### src/hw/dmac_cfg.svh
// Register offsets, field positions and timing constants of the DMA block
`ifndef DMAC_CFG_SVH
`define DMAC_CFG_SVH
`define DMAC_PORT_COMMAND 4'h8
`define DMAC_PORT_REQUEST 4'h9
`define DMAC_PORT_MASK1 4'ha
`define DMAC_PORT_MODE 4'hb
`define DMAC_PORT_CLRPTR 4'hc
`define DMAC_PORT_MCLEAR 4'hd
`define DMAC_CMD_MEM2MEM 0
`define DMAC_CMD_HOLD0 1
`define DMAC_CMD_DISABLE 2
`define DMAC_CMD_COMPRESS 3
`define DMAC_CMD_ROTATE 4
`define DMAC_CMD_EXTWR 5
`define DMAC_CMD_REQLOW 6
`define DMAC_CMD_ACKHIGH 7
`define DMAC_SEL_SET 2
`define DMAC_MASK_RESET 4'hf
`define DMAC_REFRESH_ROWS 8'hff
`define DMAC_XFER_CYCLES 3'h3
`define DMAC_XFER_CYCLES_FAST 3'h1
`endif

### src/hw/dmac_pkg.sv
// Types shared by the DMA register interface
package dmac_pkg;
  typedef struct packed {
    logic [15:0] base_addr;
    logic [15:0] cur_addr;
    logic [15:0] base_count;
    logic [15:0] cur_count;
    logic [5:0] mode;
  } dmac_chan_t;
  typedef enum logic [1:0] {DMAC_IDLE, DMAC_XFER, DMAC_DONE} dmac_phase_t;
  typedef struct packed {
    logic valid;
    logic [1:0] chan;
    logic [15:0] addr;
    logic last;
  } dmac_xfer_t;
  typedef struct packed {
    dmac_chan_t [3:0] chan;
    logic [7:0] command;
    logic [3:0] tc_flag;
    logic [3:0] sw_req;
    logic [3:0] mask;
    logic byte_ptr;
    logic [7:0] temp;
    logic [7:0] read_data;
    logic [7:0] refresh_row;
    logic refresh_pending;
    logic [2:0] tsync;
    logic [2:0] wsync;
    logic [2:0] rsync;
    logic [3:0] req_q1;
    logic [3:0] req_q2;
    logic [3:0] req_q3;
    logic [3:0] req_level;
    dmac_phase_t phase;
    logic [1:0] active;
    logic [1:0] last_served;
    logic [2:0] cycle_cnt;
    dmac_xfer_t [1:0] buf_q;
    logic [3:0] ack;
  } dmac_state_t;
endpackage

### src/hw/dmac_regs.sv
// Four-channel DMA controller register interface and transfer sequencer
// Operation
// - Even port write loads address byte
// - Odd port write loads count byte
// - Address read returns current address byte
// - Count read returns current count byte
// - Command bit0 enables memory-to-memory
// - Bit1 holds channel 0 address when bit0 is also set
// - Bit2 stops new transfers starting; refresh and register access keep running
// - Bit3 selects compressed timing unless bit0 is set
// - Bit4 selects rotating priority
// - Bit5 selects extended write strobe unless bit3 is set
// - Bit6 makes requests active low
// - Bit7 makes acknowledges active high
// - Status read: TC and request flags
// - Port 9 sets/clears software request
// - Port A bit2 zero clears mask
// - Port A bit2 one sets mask
// - Port C clears byte pointer
// - Port D master clear; read temporary
// - Port B programs channel mode
// - Supply refresh row addresses
// - Refresh paced by timer counter one
`timescale 1ns/1ps
`include "dmac_cfg.svh"

module dmac_regs
  import dmac_pkg::*;
(
  input wire logic clk_in,
  input wire logic reset_in,
  input wire logic [3:0] io_address_in,
  input wire logic [7:0] io_data_in,
  input wire logic io_write_strobe_n_in,
  input wire logic io_read_strobe_n_in,
  output logic [7:0] io_data_out,
  output logic io_data_oe_n_out,
  input wire logic [3:0] channel_request_in,
  output logic [3:0] channel_acknowledge_out,
  input wire logic refresh_tick_in,
  output logic [7:0] refresh_row_out,
  output logic refresh_strobe_out,
  output logic xfer_valid_out,
  input wire logic xfer_ready_in,
  output logic [1:0] xfer_channel_out,
  output logic [15:0] xfer_address_out,
  output logic xfer_last_out,
  output logic mem_write_extended_out,
  output logic mem_timing_compressed_out
);

  dmac_state_t st;
  dmac_state_t next_st;
  logic wr_edge;
  logic rd_edge;
  logic tick_edge;
  logic [3:0] req_eff;
  logic [3:0] pending;
  logic [1:0] pick;
  logic pick_ok;
  logic buf_push;
  logic buf_pop;
  logic buf_full;
  logic [1:0] ch_idx;
  logic [7:0] wdata;

  // Byte select by pointer: low byte at 0, high byte at 1
  function automatic logic [7:0] pick_byte(input logic [15:0] v,
                                           input logic hi);
    pick_byte = hi ? v[15:8] : v[7:0];
  endfunction

  function automatic logic [15:0] put_byte(input logic [15:0] v,
                                           input logic hi,
                                           input logic [7:0] b);
    put_byte = hi ? {b, v[7:0]} : {v[15:8], b};
  endfunction

  // ---------------------------------------------------------------
  // Strobe and pin synchronisers
  // ---------------------------------------------------------------
  // A strobe fall or a tick rise counts once the second and third stages differ
  assign wr_edge = (st.wsync[1] == st.wsync[2]) ? 1'b0 :
                   (~st.wsync[1] & st.wsync[2]);
  assign rd_edge = ~st.rsync[1] & st.rsync[2];
  assign tick_edge = st.tsync[1] & ~st.tsync[2];
  assign ch_idx = io_address_in[2:1];
  assign wdata = io_data_in;

  // Request polarity, then mask and pending software requests
  assign req_eff = (st.command[`DMAC_CMD_REQLOW] ? ~st.req_level :
                    st.req_level) | st.sw_req;
  assign pending = req_eff & ~st.mask;

  // ---------------------------------------------------------------
  // Priority pick
  // ---------------------------------------------------------------
  always_comb
  begin
    logic [1:0] start;
    logic [1:0] c;
    c = 2'h0;
    start = st.command[`DMAC_CMD_ROTATE] ?
            2'(st.last_served + 2'h1) : 2'h0;
    pick = 2'h0;
    pick_ok = 1'b0;
    for (int i = 3; i >= 0; i--)
    begin
      c = 2'(start + 2'(i));
      if (pending[c])
      begin
        pick = c;
        pick_ok = 1'b1;
      end
    end
  end

  // ---------------------------------------------------------------
  // Two-entry output buffer
  // ---------------------------------------------------------------
  assign buf_full = st.buf_q[1].valid;
  assign buf_pop = st.buf_q[0].valid & xfer_ready_in;
  assign buf_push = (st.phase == DMAC_XFER) &&
                    (st.cycle_cnt == 3'h0) && !buf_full;

  always_comb
  begin
    dmac_chan_t ch;
    logic [2:0] xfer_len;
    next_st = st;
    ch = st.chan[st.active];
    xfer_len = (st.command[`DMAC_CMD_COMPRESS] &&
                !st.command[`DMAC_CMD_MEM2MEM]) ?
               `DMAC_XFER_CYCLES_FAST : `DMAC_XFER_CYCLES;
    next_st.wsync = {st.wsync[1:0], io_write_strobe_n_in};
    next_st.rsync = {st.rsync[1:0], io_read_strobe_n_in};
    next_st.tsync = {st.tsync[1:0], refresh_tick_in};
    next_st.req_q1 = channel_request_in;
    next_st.req_q2 = st.req_q1;
    next_st.req_q3 = st.req_q2;
    if (st.req_q2 == st.req_q3)
    begin
      next_st.req_level = st.req_q3;
    end

    // Refresh pacing by the timer's counter one output
    if (tick_edge)
    begin
      next_st.refresh_row = 8'(st.refresh_row + 8'h1);
      next_st.refresh_pending = 1'b1;
    end
    else
    begin
      next_st.refresh_pending = 1'b0;
    end

    // Buffer shift on pop, then append
    if (buf_pop)
    begin
      next_st.buf_q[0] = st.buf_q[1];
      next_st.buf_q[1] = '0;
    end
    if (buf_push)
    begin
      if (buf_pop || !st.buf_q[0].valid)
        next_st.buf_q[0] = '{1'b1, st.active,
          ch.cur_addr, ch.cur_count == 16'h0};
      else
        next_st.buf_q[1] = '{1'b1, st.active, ch.cur_addr,
          ch.cur_count == 16'h0};
      if (buf_pop && st.buf_q[1].valid)
      begin
        next_st.buf_q[0] = st.buf_q[1];
        next_st.buf_q[1] = '{1'b1, st.active, ch.cur_addr,
          ch.cur_count == 16'h0};
      end
    end

    // ---------------------------------------------------------------
    // Transfer sequencer
    // ---------------------------------------------------------------
    next_st.ack = 4'h0;
    case (st.phase)
      DMAC_IDLE:
      begin
        next_st.cycle_cnt = xfer_len;
        if (!st.command[`DMAC_CMD_DISABLE] && pick_ok)
        begin
          next_st.active = pick;
          next_st.phase = DMAC_XFER;
        end
      end
      DMAC_XFER:
      begin
        next_st.ack[st.active] = 1'b1;
        if (st.cycle_cnt != 3'h0)
          next_st.cycle_cnt = 3'(st.cycle_cnt - 3'h1);
        else if (buf_push)
        begin
          // Channel 0 address hold only counts in memory-to-memory
          if (!(st.active == 2'h0 && st.command[`DMAC_CMD_MEM2MEM] &&
                st.command[`DMAC_CMD_HOLD0]))
            next_st.chan[st.active].cur_addr = ch.mode[3] ?
              16'(ch.cur_addr - 16'h1) : 16'(ch.cur_addr + 16'h1);
          next_st.chan[st.active].cur_count = 16'(ch.cur_count - 16'h1);
          next_st.cycle_cnt = xfer_len;
          if (ch.cur_count == 16'h0)
          begin
            next_st.tc_flag[st.active] = 1'b1;
            next_st.sw_req[st.active] = 1'b0;
            if (ch.mode[2])
            begin
              next_st.chan[st.active].cur_addr = ch.base_addr;
              next_st.chan[st.active].cur_count = ch.base_count;
            end
            else
              next_st.mask[st.active] = 1'b1;
            next_st.phase = DMAC_DONE;
          end
          else if (ch.mode[5:4] == 2'h1 || !pending[st.active])
            next_st.phase = DMAC_DONE;
        end
      end
      DMAC_DONE:
      begin
        next_st.last_served = st.active;
        next_st.phase = DMAC_IDLE;
      end
      default:
        next_st.phase = DMAC_IDLE;
    endcase

    // ---------------------------------------------------------------
    // Register port decode
    // ---------------------------------------------------------------
    if (rd_edge)
    begin
      if (!io_address_in[3])
      begin
        next_st.read_data = io_address_in[0] ?
          pick_byte(st.chan[ch_idx].cur_count, st.byte_ptr) :
          pick_byte(st.chan[ch_idx].cur_addr, st.byte_ptr);
        next_st.byte_ptr = ~st.byte_ptr;
      end
      else if (io_address_in == `DMAC_PORT_COMMAND)
      begin
        // Request bits show polarity-corrected requests plus software requests, masked or not
        next_st.read_data = {req_eff, st.tc_flag};
        // Only flags already seen are cleared; a same-cycle terminal
        // count survives the read
        next_st.tc_flag = next_st.tc_flag & ~st.tc_flag;
      end
      else if (io_address_in == `DMAC_PORT_MCLEAR)
        next_st.read_data = st.temp;
      else
        next_st.read_data = 8'h00;
    end
    if (wr_edge)
    begin
      if (!io_address_in[3])
      begin
        if (io_address_in[0])
        begin
          next_st.chan[ch_idx].base_count = put_byte(
            st.chan[ch_idx].base_count, st.byte_ptr, wdata);
          next_st.chan[ch_idx].cur_count = put_byte(
            st.chan[ch_idx].cur_count, st.byte_ptr, wdata);
        end
        else
        begin
          next_st.chan[ch_idx].base_addr = put_byte(
            st.chan[ch_idx].base_addr, st.byte_ptr, wdata);
          next_st.chan[ch_idx].cur_addr = put_byte(
            st.chan[ch_idx].cur_addr, st.byte_ptr, wdata);
        end
        next_st.byte_ptr = ~st.byte_ptr;
      end
      else
      begin
        case (io_address_in)
          `DMAC_PORT_COMMAND: next_st.command = wdata;
          `DMAC_PORT_REQUEST:
            next_st.sw_req[wdata[1:0]] = wdata[`DMAC_SEL_SET];
          `DMAC_PORT_MASK1:
            next_st.mask[wdata[1:0]] = wdata[`DMAC_SEL_SET];
          `DMAC_PORT_MODE:
            next_st.chan[wdata[1:0]].mode = wdata[7:2];
          `DMAC_PORT_CLRPTR: next_st.byte_ptr = 1'b0;
          `DMAC_PORT_MCLEAR:
          begin
            next_st.command = 8'h00;
            next_st.tc_flag = 4'h0;
            next_st.sw_req = 4'h0;
            next_st.mask = `DMAC_MASK_RESET;
            next_st.byte_ptr = 1'b0;
            next_st.temp = 8'h00;
            next_st.phase = DMAC_IDLE;
            next_st.ack = 4'h0;
          end
          default: next_st.temp = st.temp;
        endcase
      end
    end
  end

  always_ff @(posedge clk_in)
  begin
    if (reset_in)
    begin
      st <= '0;
      st.mask <= `DMAC_MASK_RESET;
      st.wsync <= 3'h7;
      st.rsync <= 3'h7;
      st.phase <= DMAC_IDLE;
    end
    else
      st <= next_st;
  end

  // ---------------------------------------------------------------
  // Outputs
  // ---------------------------------------------------------------
  assign io_data_out = st.read_data;
  assign io_data_oe_n_out = io_read_strobe_n_in;
  assign channel_acknowledge_out = st.command[`DMAC_CMD_ACKHIGH] ?
                                   st.ack : ~st.ack;
  assign refresh_row_out = st.refresh_row;
  assign refresh_strobe_out = st.refresh_pending;
  assign xfer_valid_out = st.buf_q[0].valid;
  assign xfer_channel_out = st.buf_q[0].chan;
  assign xfer_address_out = st.buf_q[0].addr;
  assign xfer_last_out = st.buf_q[0].last;
  // Extended write is meaningless under compressed timing
  assign mem_write_extended_out = st.command[`DMAC_CMD_EXTWR] &
                                  ~st.command[`DMAC_CMD_COMPRESS];
  assign mem_timing_compressed_out = st.command[`DMAC_CMD_COMPRESS] &
                                     ~st.command[`DMAC_CMD_MEM2MEM];
endmodule

### config.mk
export PLATFORM = sky130hd
export DESIGN_NAME = dmac_regs
export DESIGN_NICKNAME = d
export VERILOG_FILES = /design/src/hw/dmac_pkg.sv /design/src/hw/dmac_regs.sv
export VERILOG_INCLUDE_DIRS = /design/src /design/src/hw
export SDC_FILE = /design/constraint.sdc
export NUM_CORES = 1
export LEC_CHECK = 0
export ABC_AREA = 1
export BUFFER_PORTS_ARGS = -buffer_cell sky130_fd_sc_hd__buf_2
export CAP_MARGIN = 5
export CELL_PAD_IN_SITES_DETAIL_PLACEMENT = 1
export CELL_PAD_IN_SITES_GLOBAL_PLACEMENT = 1
export CORE_MARGIN = 3
export CORE_UTILIZATION = 40
export CTS_BUF_LIST = sky130_fd_sc_hd__clkbuf_4
export DETAILED_ROUTE_END_ITERATION = 8
export PLACE_DENSITY = 0.74
export SYNTH_ARGS = -nofsm -noshare
export SYNTH_HDL_FRONTEND = slang
export SYNTH_SLANG_ARGS = --single-unit
### constraint.sdc
create_clock -name clk_in -period 9 [get_ports clk_in]
set_clock_uncertainty 0.1 [all_clocks]
set_input_delay 1.35 -clock clk_in [delete_from_list [all_inputs] [get_ports clk_in]]
set_output_delay 1.35 -clock clk_in [all_outputs]
set_load 0.02 [all_outputs]
==> results.json, run 1 <==
{
  "rows": 89,
  "syn_area_um2": 24000,
  "cts.repair.resized": 0,
  "nNetsFinal": 3860,
  "cts_num_sinks": 388,
  "drtPass1Iterations": 5,
  "place_ws_ps": 4060,
  "p_comb_frac": 0.082,
  "coreArea_um2": 59200,
  "start_util": 0.406,
  "async_flop_share": 0,
  "drc_errors": 0,
  "end_kind": "register",
  "synth_fp_nets": 3907,
  "cts_tree": "built",
  "slew_viol_final": 0,
  "p_int_w": 0.00270,
  "min_period_ps": 5110,
  "hp-class": "reg2reg",
  "period_share": 0.568,
  "r2r_slack_ps": 3890,
  "wl_per_cell_um": 22.3,
  "port_buffers": 65,
  "setup_tns_ps": 0,
  "cts_max_level": 3,
  "ys.flop_type": "dfxtp_1",
  "numCtsBuffers": 116,
  "fin_util": 0.438,
  "die-area_um2": 63100,
  "p_clk_frac": 0.457,
  "cp_max_fo": 58,
  "arrival_ps": 5830,
  "min_to": "next_st[77]$_SDFF_PP0_",
  "p_leak_nw": 11.2,
  "power.share.sequential": 0.461,
  "ff2ff_path_depth": 18,
  "ys_seq_elements": 388,
  "clock.fmax_mhz": 196,
  "r2r-start": "st[49]$_SDFFE_PP0P_",
  "relSlewSlack": 0.220,
  "startpoint_type": "register",
  "setup_viol": 0,
  "ys_warn_count": 0,
  "cts_setup_buffers": 0,
  "grt_first_pass_wirelength_um": 160000,
  "holdWs_ps": 304,
  "startpoint": "st[49]$_SDFFE_PP0P_",
  "yosysTopAreaCellShare": 0.323,
  "yosysMostFrequentCell": "nand2_1",
  "hold_viol": 0,
  "synthTopCellsByArea": "dfxtp_1, nand2_1, a21oi_1",
  "syn_inst": 3865,
  "status": "complete, no violations",
  "maxCapViolCount": 0,
  "antenna_left": 0,
  "grt_use_total": 0.323,
  "drive_gt1_frac": 0.0871,
  "clockBufferDepth": 3,
  "worstPathRequired_ps": 9720,
  "rsz0062_at_grt": "false",
  "criticalPathCategory": "reg2reg",
  "cts.clk_slew.worst_paths_ps": 60,
  "hp-start": "next_st[76]$_SDFF_PP0_",
  "ctsHoldBuffers": 0,
  "tightest_slew_ps": 1160,
  "holdPathStages": 2,
  "gp_congestion": 0.941,
  "p_per_area_nw_per_um2": 146,
  "num_vias": 27400,
  "ys_types": 53,
  "synth_commonest_cells": "nand2_1, a21oi_1, inv_1",
  "postSynthAreaPerCell_um2": 6.22,
  "io_pins": 66,
  "rr_endpoint": "st[317]$_SDFF_PP0_",
  "power.switching_w": 0.00109,
  "ys_seq_area_frac": 0.323,
  "setup_ws_ps": 3890,
  "drt-vias-per-instance": 5.86,
  "grt_max_degree": 92,
  "die_w_um": 251,
  "synth_edf_count": 0,
  "clockRootBuffer": "clkbuf_4",
  "grt_pass1_vias": 26600,
  "routed_wl_um": 104000,
  "antenna_found_initial": 4,
  "p_sw_frac": 0.288,
  "insertion_delay_ps": 930,
  "stdcell_area_um2": 25900,
  "dpl.hpwl_um": 66500,
  "grt-ovfl-total": 0,
  "drt_iter0_markers": 2284,
  "die-height_um": 251,
  "dpl_cell_area_um2": 24500,
  "fillers": 8197,
  "yosysTopAreaCell": "dfxtp_1",
  "ir_drop_v": 0.000116,
  "area_growth_pct": 7.94
}
==> power by group through the flow <==
stage	clock, W	combinational, W	sequential, W
2_1_floorplan	0	0.000179	0.00178
3_3_place_gp	0	0.000295	0.00178
3_5_place_dp	0	0.000297	0.00178
4_1_cts	0.00178	0.000299	0.00175
5_1_grt	0.00187	0.000329	0.00175
6_report	0.00173	0.000309	0.00175
==> registers in the layout, summed over array words and instances (netlist names) <==
name and cells:
xfer_address_out 16, io_data_out 8, xfer_last_out 1, st 336, xfer_channel_out 2, buf_full 1, next_st 14, refresh_row_out 8
xfer_valid_out 1, refresh_strobe_out 1
==> critical path, cell delays in order, from the launching register on <==
cell and delay, ps:
dfxtp_2 320, buf_4 340, nand2_4 610, inv_1 300
buf_4 380, nand2_1 110, o21ai_0 80, nor2_1 290
ha_1 260, nand3_1 120, inv_1 60, nand2_1 50
nor2_1 160, nand3_2 590, nand2_2 590, inv_1 280
nand2_1 130, nand3_1 70, a21oi_1 120
==> metrics by stage <==
step	total power, W	instances
floorplan	0.00196	3865
global placement	0.00208	4473
detailed placement	0.00208	4473
CTS	0.00382	4664
global route	0.00394	4668
finish	0.00379	4670
==> how the worst max path moves through the flow <==
stage / end / slack, ps / cells after the start
after floorplan: st[380]$_SDFF_PP0_ / 5760 / 22
after global placement: st[285]$_SDFF_PP0_ / 4240 / 19
after detailed placement: st[285]$_SDFF_PP0_ / 4060 / 19
after CTS: st[278]$_SDFF_PP0_ / 4040 / 18
after global routing: st[278]$_SDFF_PP0_ / 3580 / 18
final: st[317]$_SDFF_PP0_ / 3890 / 18
==> cells by family after synthesis <==
logic type	share of synthesized area
AND/OR/NAND/NOR	0.217
adder cells (fa/ha/maj)	0.0107
XOR/XNOR	0.00656
flip-flops	0.323
AO/OA/AOI/OAI	0.304
buffers and inverters	0.139
==> cells in the final DEF, fill, tap and decap left out, types with 7 or more instances in the layout <==
master    netlist  layout
nand2_1       750     743
clkbuf_4        0     168
nor3_1         27      27
a22oi_1        14      14
dfxtp_1       388     385
o221ai_1       10      10
a21oi_1       535     535
o21ai_0       503     503
xor2_1         14      14
nand2_2         3       8
nor2_1        254     251
nand3_1       204     204
buf_4          46      52
o21ai_1        17      17
o21bai_1       30      30
o21a_1          7       7
nand4_1         9       9
inv_1         531     530
nor2_2          7       7
buf_2          26      64
a221oi_1       30      30
ha_1           19      19
o22ai_1       115     115
a211oi_1       12      12
clkinv_1        8      20
o211ai_1       48      48
inv_2           6       9
==> layer usage <==
| layer | vias up | track usage | part of all wire | routed length, µm |
|---|---|---|---|---|
| li1 | 12800 | - | - | - |
| met4 | 0 | 0.154 | 0.050 | 5150 |
| met2 | 1163 | 0.511 | 0.45 | 46500 |
| met3 | 309 | 0.0713 | 0.087 | 9070 |
| met5 | - | 0 | 0 | 0 |
| met1 | 13100 | 0.418 | 0.42 | 43200 |
==> area by class of cell <==
cell class | count | area, µm² | area share
inverters | 546 | 2060 | 0.0794
well taps | 773 | 967 | 0.0373
repair buffers | 117 | 722 | 0.0278
clock inverters | 23 | 160 | 0.00617
flip-flops and latches | 388 | 7770 | 0.300
multi-input cells | 2649 | 13000 | 0.501
diodes | 6 | 15.0 | 0.000579
clock buffers | 168 | 1260 | 0.0486
Note: power is estimated with default switching activity, not from simulation.
==> inputs of run 2 (changes only) <==
--- a/config.mk
+++ b/config.mk
@@ -6,7 +6,7 @@
 export SDC_FILE = /design/constraint.sdc
 export NUM_CORES = 1
 export LEC_CHECK = 0
-export ABC_AREA = 1
+export ABC_AREA = 0
 export BUFFER_PORTS_ARGS = -buffer_cell sky130_fd_sc_hd__buf_2
 export CAP_MARGIN = 5
 export CELL_PAD_IN_SITES_DETAIL_PLACEMENT = 1
@@ -15,7 +15,7 @@
 export CORE_UTILIZATION = 40
 export CTS_BUF_LIST = sky130_fd_sc_hd__clkbuf_4
 export DETAILED_ROUTE_END_ITERATION = 8
-export PLACE_DENSITY = 0.74
+export PLACE_DENSITY = 0.69
 export SYNTH_ARGS = -nofsm -noshare
 export SYNTH_HDL_FRONTEND = slang
 export SYNTH_SLANG_ARGS = --single-unit
==> constraint.sdc (replaced) <==
create_clock -name clk_in -period 4.8 [get_ports clk_in]
set_clock_uncertainty 0.1 [all_clocks]
set_input_delay 0.72 -clock clk_in [delete_from_list [all_inputs] [get_ports clk_in]]
set_output_delay 0.72 -clock clk_in [all_outputs]
set_load 0.02 [all_outputs]
==> results.json, run 2 <==
{
  "status": "complete, no violations",
  "cpPeakStageDelay_ps": 810,
  "insertion_delay_ps": 880,
  "final_common_cell": "nor2_1",
  "synth_fp_nets": 2461,
  "drtPass1Iterations": 5,
  "postSynthAreaPerCell_um2": 8.90,
  "dpl.hpwl_um": 52700,
  "ys_seq_area_frac": 0.361,
  "cp_max_fo": 28,
  "p_int_w": 0.00499,
  "crit_path_cell_trace": "mux4_2 -> fa_1 -> a211o_1 -> a211oi_1 -> o21ai_0 -> a2111oi_0 -> or4bb_1 -> nand2_1 -> a311oi_1",
  "min_period_ps": 4510,
  "power.switching_w": 0.00184,
  "die-height_um": 238,
  "p_comb_frac": 0.064,
  "worstPathRequired_ps": 5460,
  "cts_tree": "built",
  "maxCapViolCount": 0,
  "grt_pass1_vias": 21100,
  "ys_types": 77,
  "ys_warn_count": 0,
  "drc_errors": 0,
  "holdWs_ps": 156,
  "startpoint_type": "register",
  "period_share": 0.940,
  "hp-class": "in2reg",
  "setup_viol": 0,
  "end_kind": "register",
  "yosysMostFrequentCell": "nor2_1",
  "rows": 84,
  "hp-start": "io_address_in[3]",
  "grt_max_degree": 222,
  "criticalPathCategory": "reg2reg",
  "numCtsBuffers": 109,
  "r2r_slack_ps": 290,
  "synth_commonest_cells": "nor2_1, dfxtp_1, a21oi_1",
  "drt_iter0_markers": 1867,
  "power.share.sequential": 0.480,
  "relSlewSlack": 0.143,
  "place_ws_ps": 476,
  "min_to": "st[103]$_SDFF_PP0_",
  "cts_max_level": 3,
  "stdcell_area_um2": 23700,
  "drive_gt1_frac": 0.187,
  "setup_ws_ps": 288,
  "grt_use_total": 0.281,
  "cts_num_sinks": 388,
  "cp_slowest_cell": "mux4_2",
  "synth_edf_count": 0,
  "clockRootBuffer": "clkbuf_4",
  "clock.fmax_mhz": 222,
  "p_leak_nw": 8.30,
  "async_flop_share": 0,
  "io_pins": 66,
  "tightest_slew_ps": 1290,
  "layout_common_cells": "nor2_1, dfxtp_1, a21oi_1, a211oi_1, clkbuf_4",
  "die-area_um2": 56700,
  "grt_first_pass_wirelength_um": 125000,
  "syn_area_um2": 21500,
  "area_growth_pct": 10.1,
  "routed_wl_um": 80500,
  "holdPathStages": 2,
  "r2r-start": "st[49]$_SDFFE_PP0P_",
  "syn_inst": 2419,
  "rsz0062_at_grt": "false",
  "yosysTopAreaCellShare": 0.361,
  "num_vias": 20200,
  "nNetsFinal": 2467,
  "ys_seq_elements": 388,
  "arrival_ps": 5170,
  "ff2ff_path_depth": 9,
  "fillers": 6151,
  "cts.repair.resized": 0,
  "yosysTopAreaCell": "dfxtp_1",
  "p_per_area_nw_per_um2": 288,
  "critPathBufInv": 0,
  "wl_per_cell_um": 25.2,
  "synthTopCellsByArea": "dfxtp_1, mux4_2, nor2_1",
  "crit_family": "compound AO/OA/AOI/OAI gates",
  "rr_endpoint": "st[382]$_SDFF_PP0_",
  "gp_congestion": 0.886,
  "slew_viol_final": 0,
  "port_buffers": 65,
  "hold_viol": 0,
  "die_w_um": 238,
  "p_sw_frac": 0.269,
  "ir_drop_v": 0.000140,
  "largest_register_ffs": 336,
  "antenna_found_initial": 4,
  "coreArea_um2": 52900,
  "clockBufferDepth": 3,
  "p_clk_frac": 0.456,
  "drt-vias-per-instance": 6.33,
  "antenna_left": 0,
  "total_power_w": 0.00682,
  "start_util": 0.407,
  "ys.flop_type": "dfxtp_1",
  "dpl_cell_area_um2": 22200,
  "regMostFlops": "st",
  "grt-ovfl-total": 0,
  "cts.clk_slew.worst_paths_ps": 70,
  "setup_tns_ps": 0
}
## run 2: changes by cell type in the layout (fill, tap and decap cells not counted), moves of 124 or more
cell / previous run / this run
nor2_1: 251 / 391
o21ai_0: 503 / 135
nand2_1: 743 / 147
a21oi_1: 535 / 175
inv_1: 530 / 29
a211oi_1: 12 / 171
mux4_2: 0 / 124
nand3_1: 204 / 45
## run 2: cells by family after synthesis
family	Yosys count	synth area share
xor+xnor	38	0.0155
buf+inv	266	0.0553
flops	388	0.361
mux	221	0.175
compound gates	700	0.215
simple gates	786	0.167
fa+ha+maj	20	0.0120
## run 2: power groups by stage
| stage | logic, W | registers, W | clock network, W |
|---|---|---|---|
| 2_1_floorplan | 0.000292 | 0.00333 | 0 |
| 3_3_place_gp | 0.000417 | 0.00334 | 0 |
| 3_5_place_dp | 0.000426 | 0.00335 | 0 |
| 4_1_cts | 0.000432 | 0.00327 | 0.00319 |
| 5_1_grt | 0.000468 | 0.00327 | 0.00338 |
| 6_report | 0.000437 | 0.00327 | 0.00311 |
## run 2: repair_timing
item                      in CTS  in global routing
hold endpoints to repair       7                  0
hold buffers                   7                  0
setup buffers                  0                  0
## run 2: area by class of cell
class	instances	area [µm²]	area share
Multi-Input combinational cell	1765	12600	0.533
Sequential cell	388	7780	0.328
Clock buffer	165	1240	0.0523
Timing Repair Buffer	132	936	0.0395
Tap cell	688	861	0.0363
Clock inverter	28	143	0.00602
Inverter	29	109	0.00459
Antenna cell	2	5.00	0.000211
## run 2: worst max-delay path by stage
stage          cells past startpoint  slack, ps                  to           startpoint
2_1_floorplan                     13        670  st[382]$_SDFF_PP0_  st[49]$_SDFFE_PP0P_
3_5_place_dp                       9        480  st[382]$_SDFF_PP0_  st[49]$_SDFFE_PP0P_
3_3_place_gp                       9        640  st[382]$_SDFF_PP0_  st[49]$_SDFFE_PP0P_
4_1_cts                            9        270  st[382]$_SDFF_PP0_  st[49]$_SDFFE_PP0P_
6_report                           9        290  st[382]$_SDFF_PP0_  st[49]$_SDFFE_PP0P_
5_1_grt                            9        110  st[382]$_SDFF_PP0_  st[49]$_SDFFE_PP0P_
## run 2: stage by stage
stage,std cells,util
6_report,3197,0.448
5_1_grt,3196,0.448
4_1_cts,3195,0.448
3_5_place_dp,2995,0.421
3_3_place_gp,2995,0.421
2_1_floorplan,2419,-
## run 2: routing by layer
layer / wire (µm) / GRT usage
met5: 0 / 0
met2: 36300 / 0.440
met1: 34500 / 0.370
met4: 3210 / 0.133
met3: 6480 / 0.0638
## run 2: worst register-to-register path: cells and delay by family (launching register included)
| kind | cells | cell delay, ps |
|---|---|---|
| DFF | 1 | 740 |
| adders and majority gates | 1 | 500 |
| muxes | 1 | 810 |
| and+or+nand+nor | 2 | 380 |
| AOI/OAI and AO/OA | 5 | 1860 |
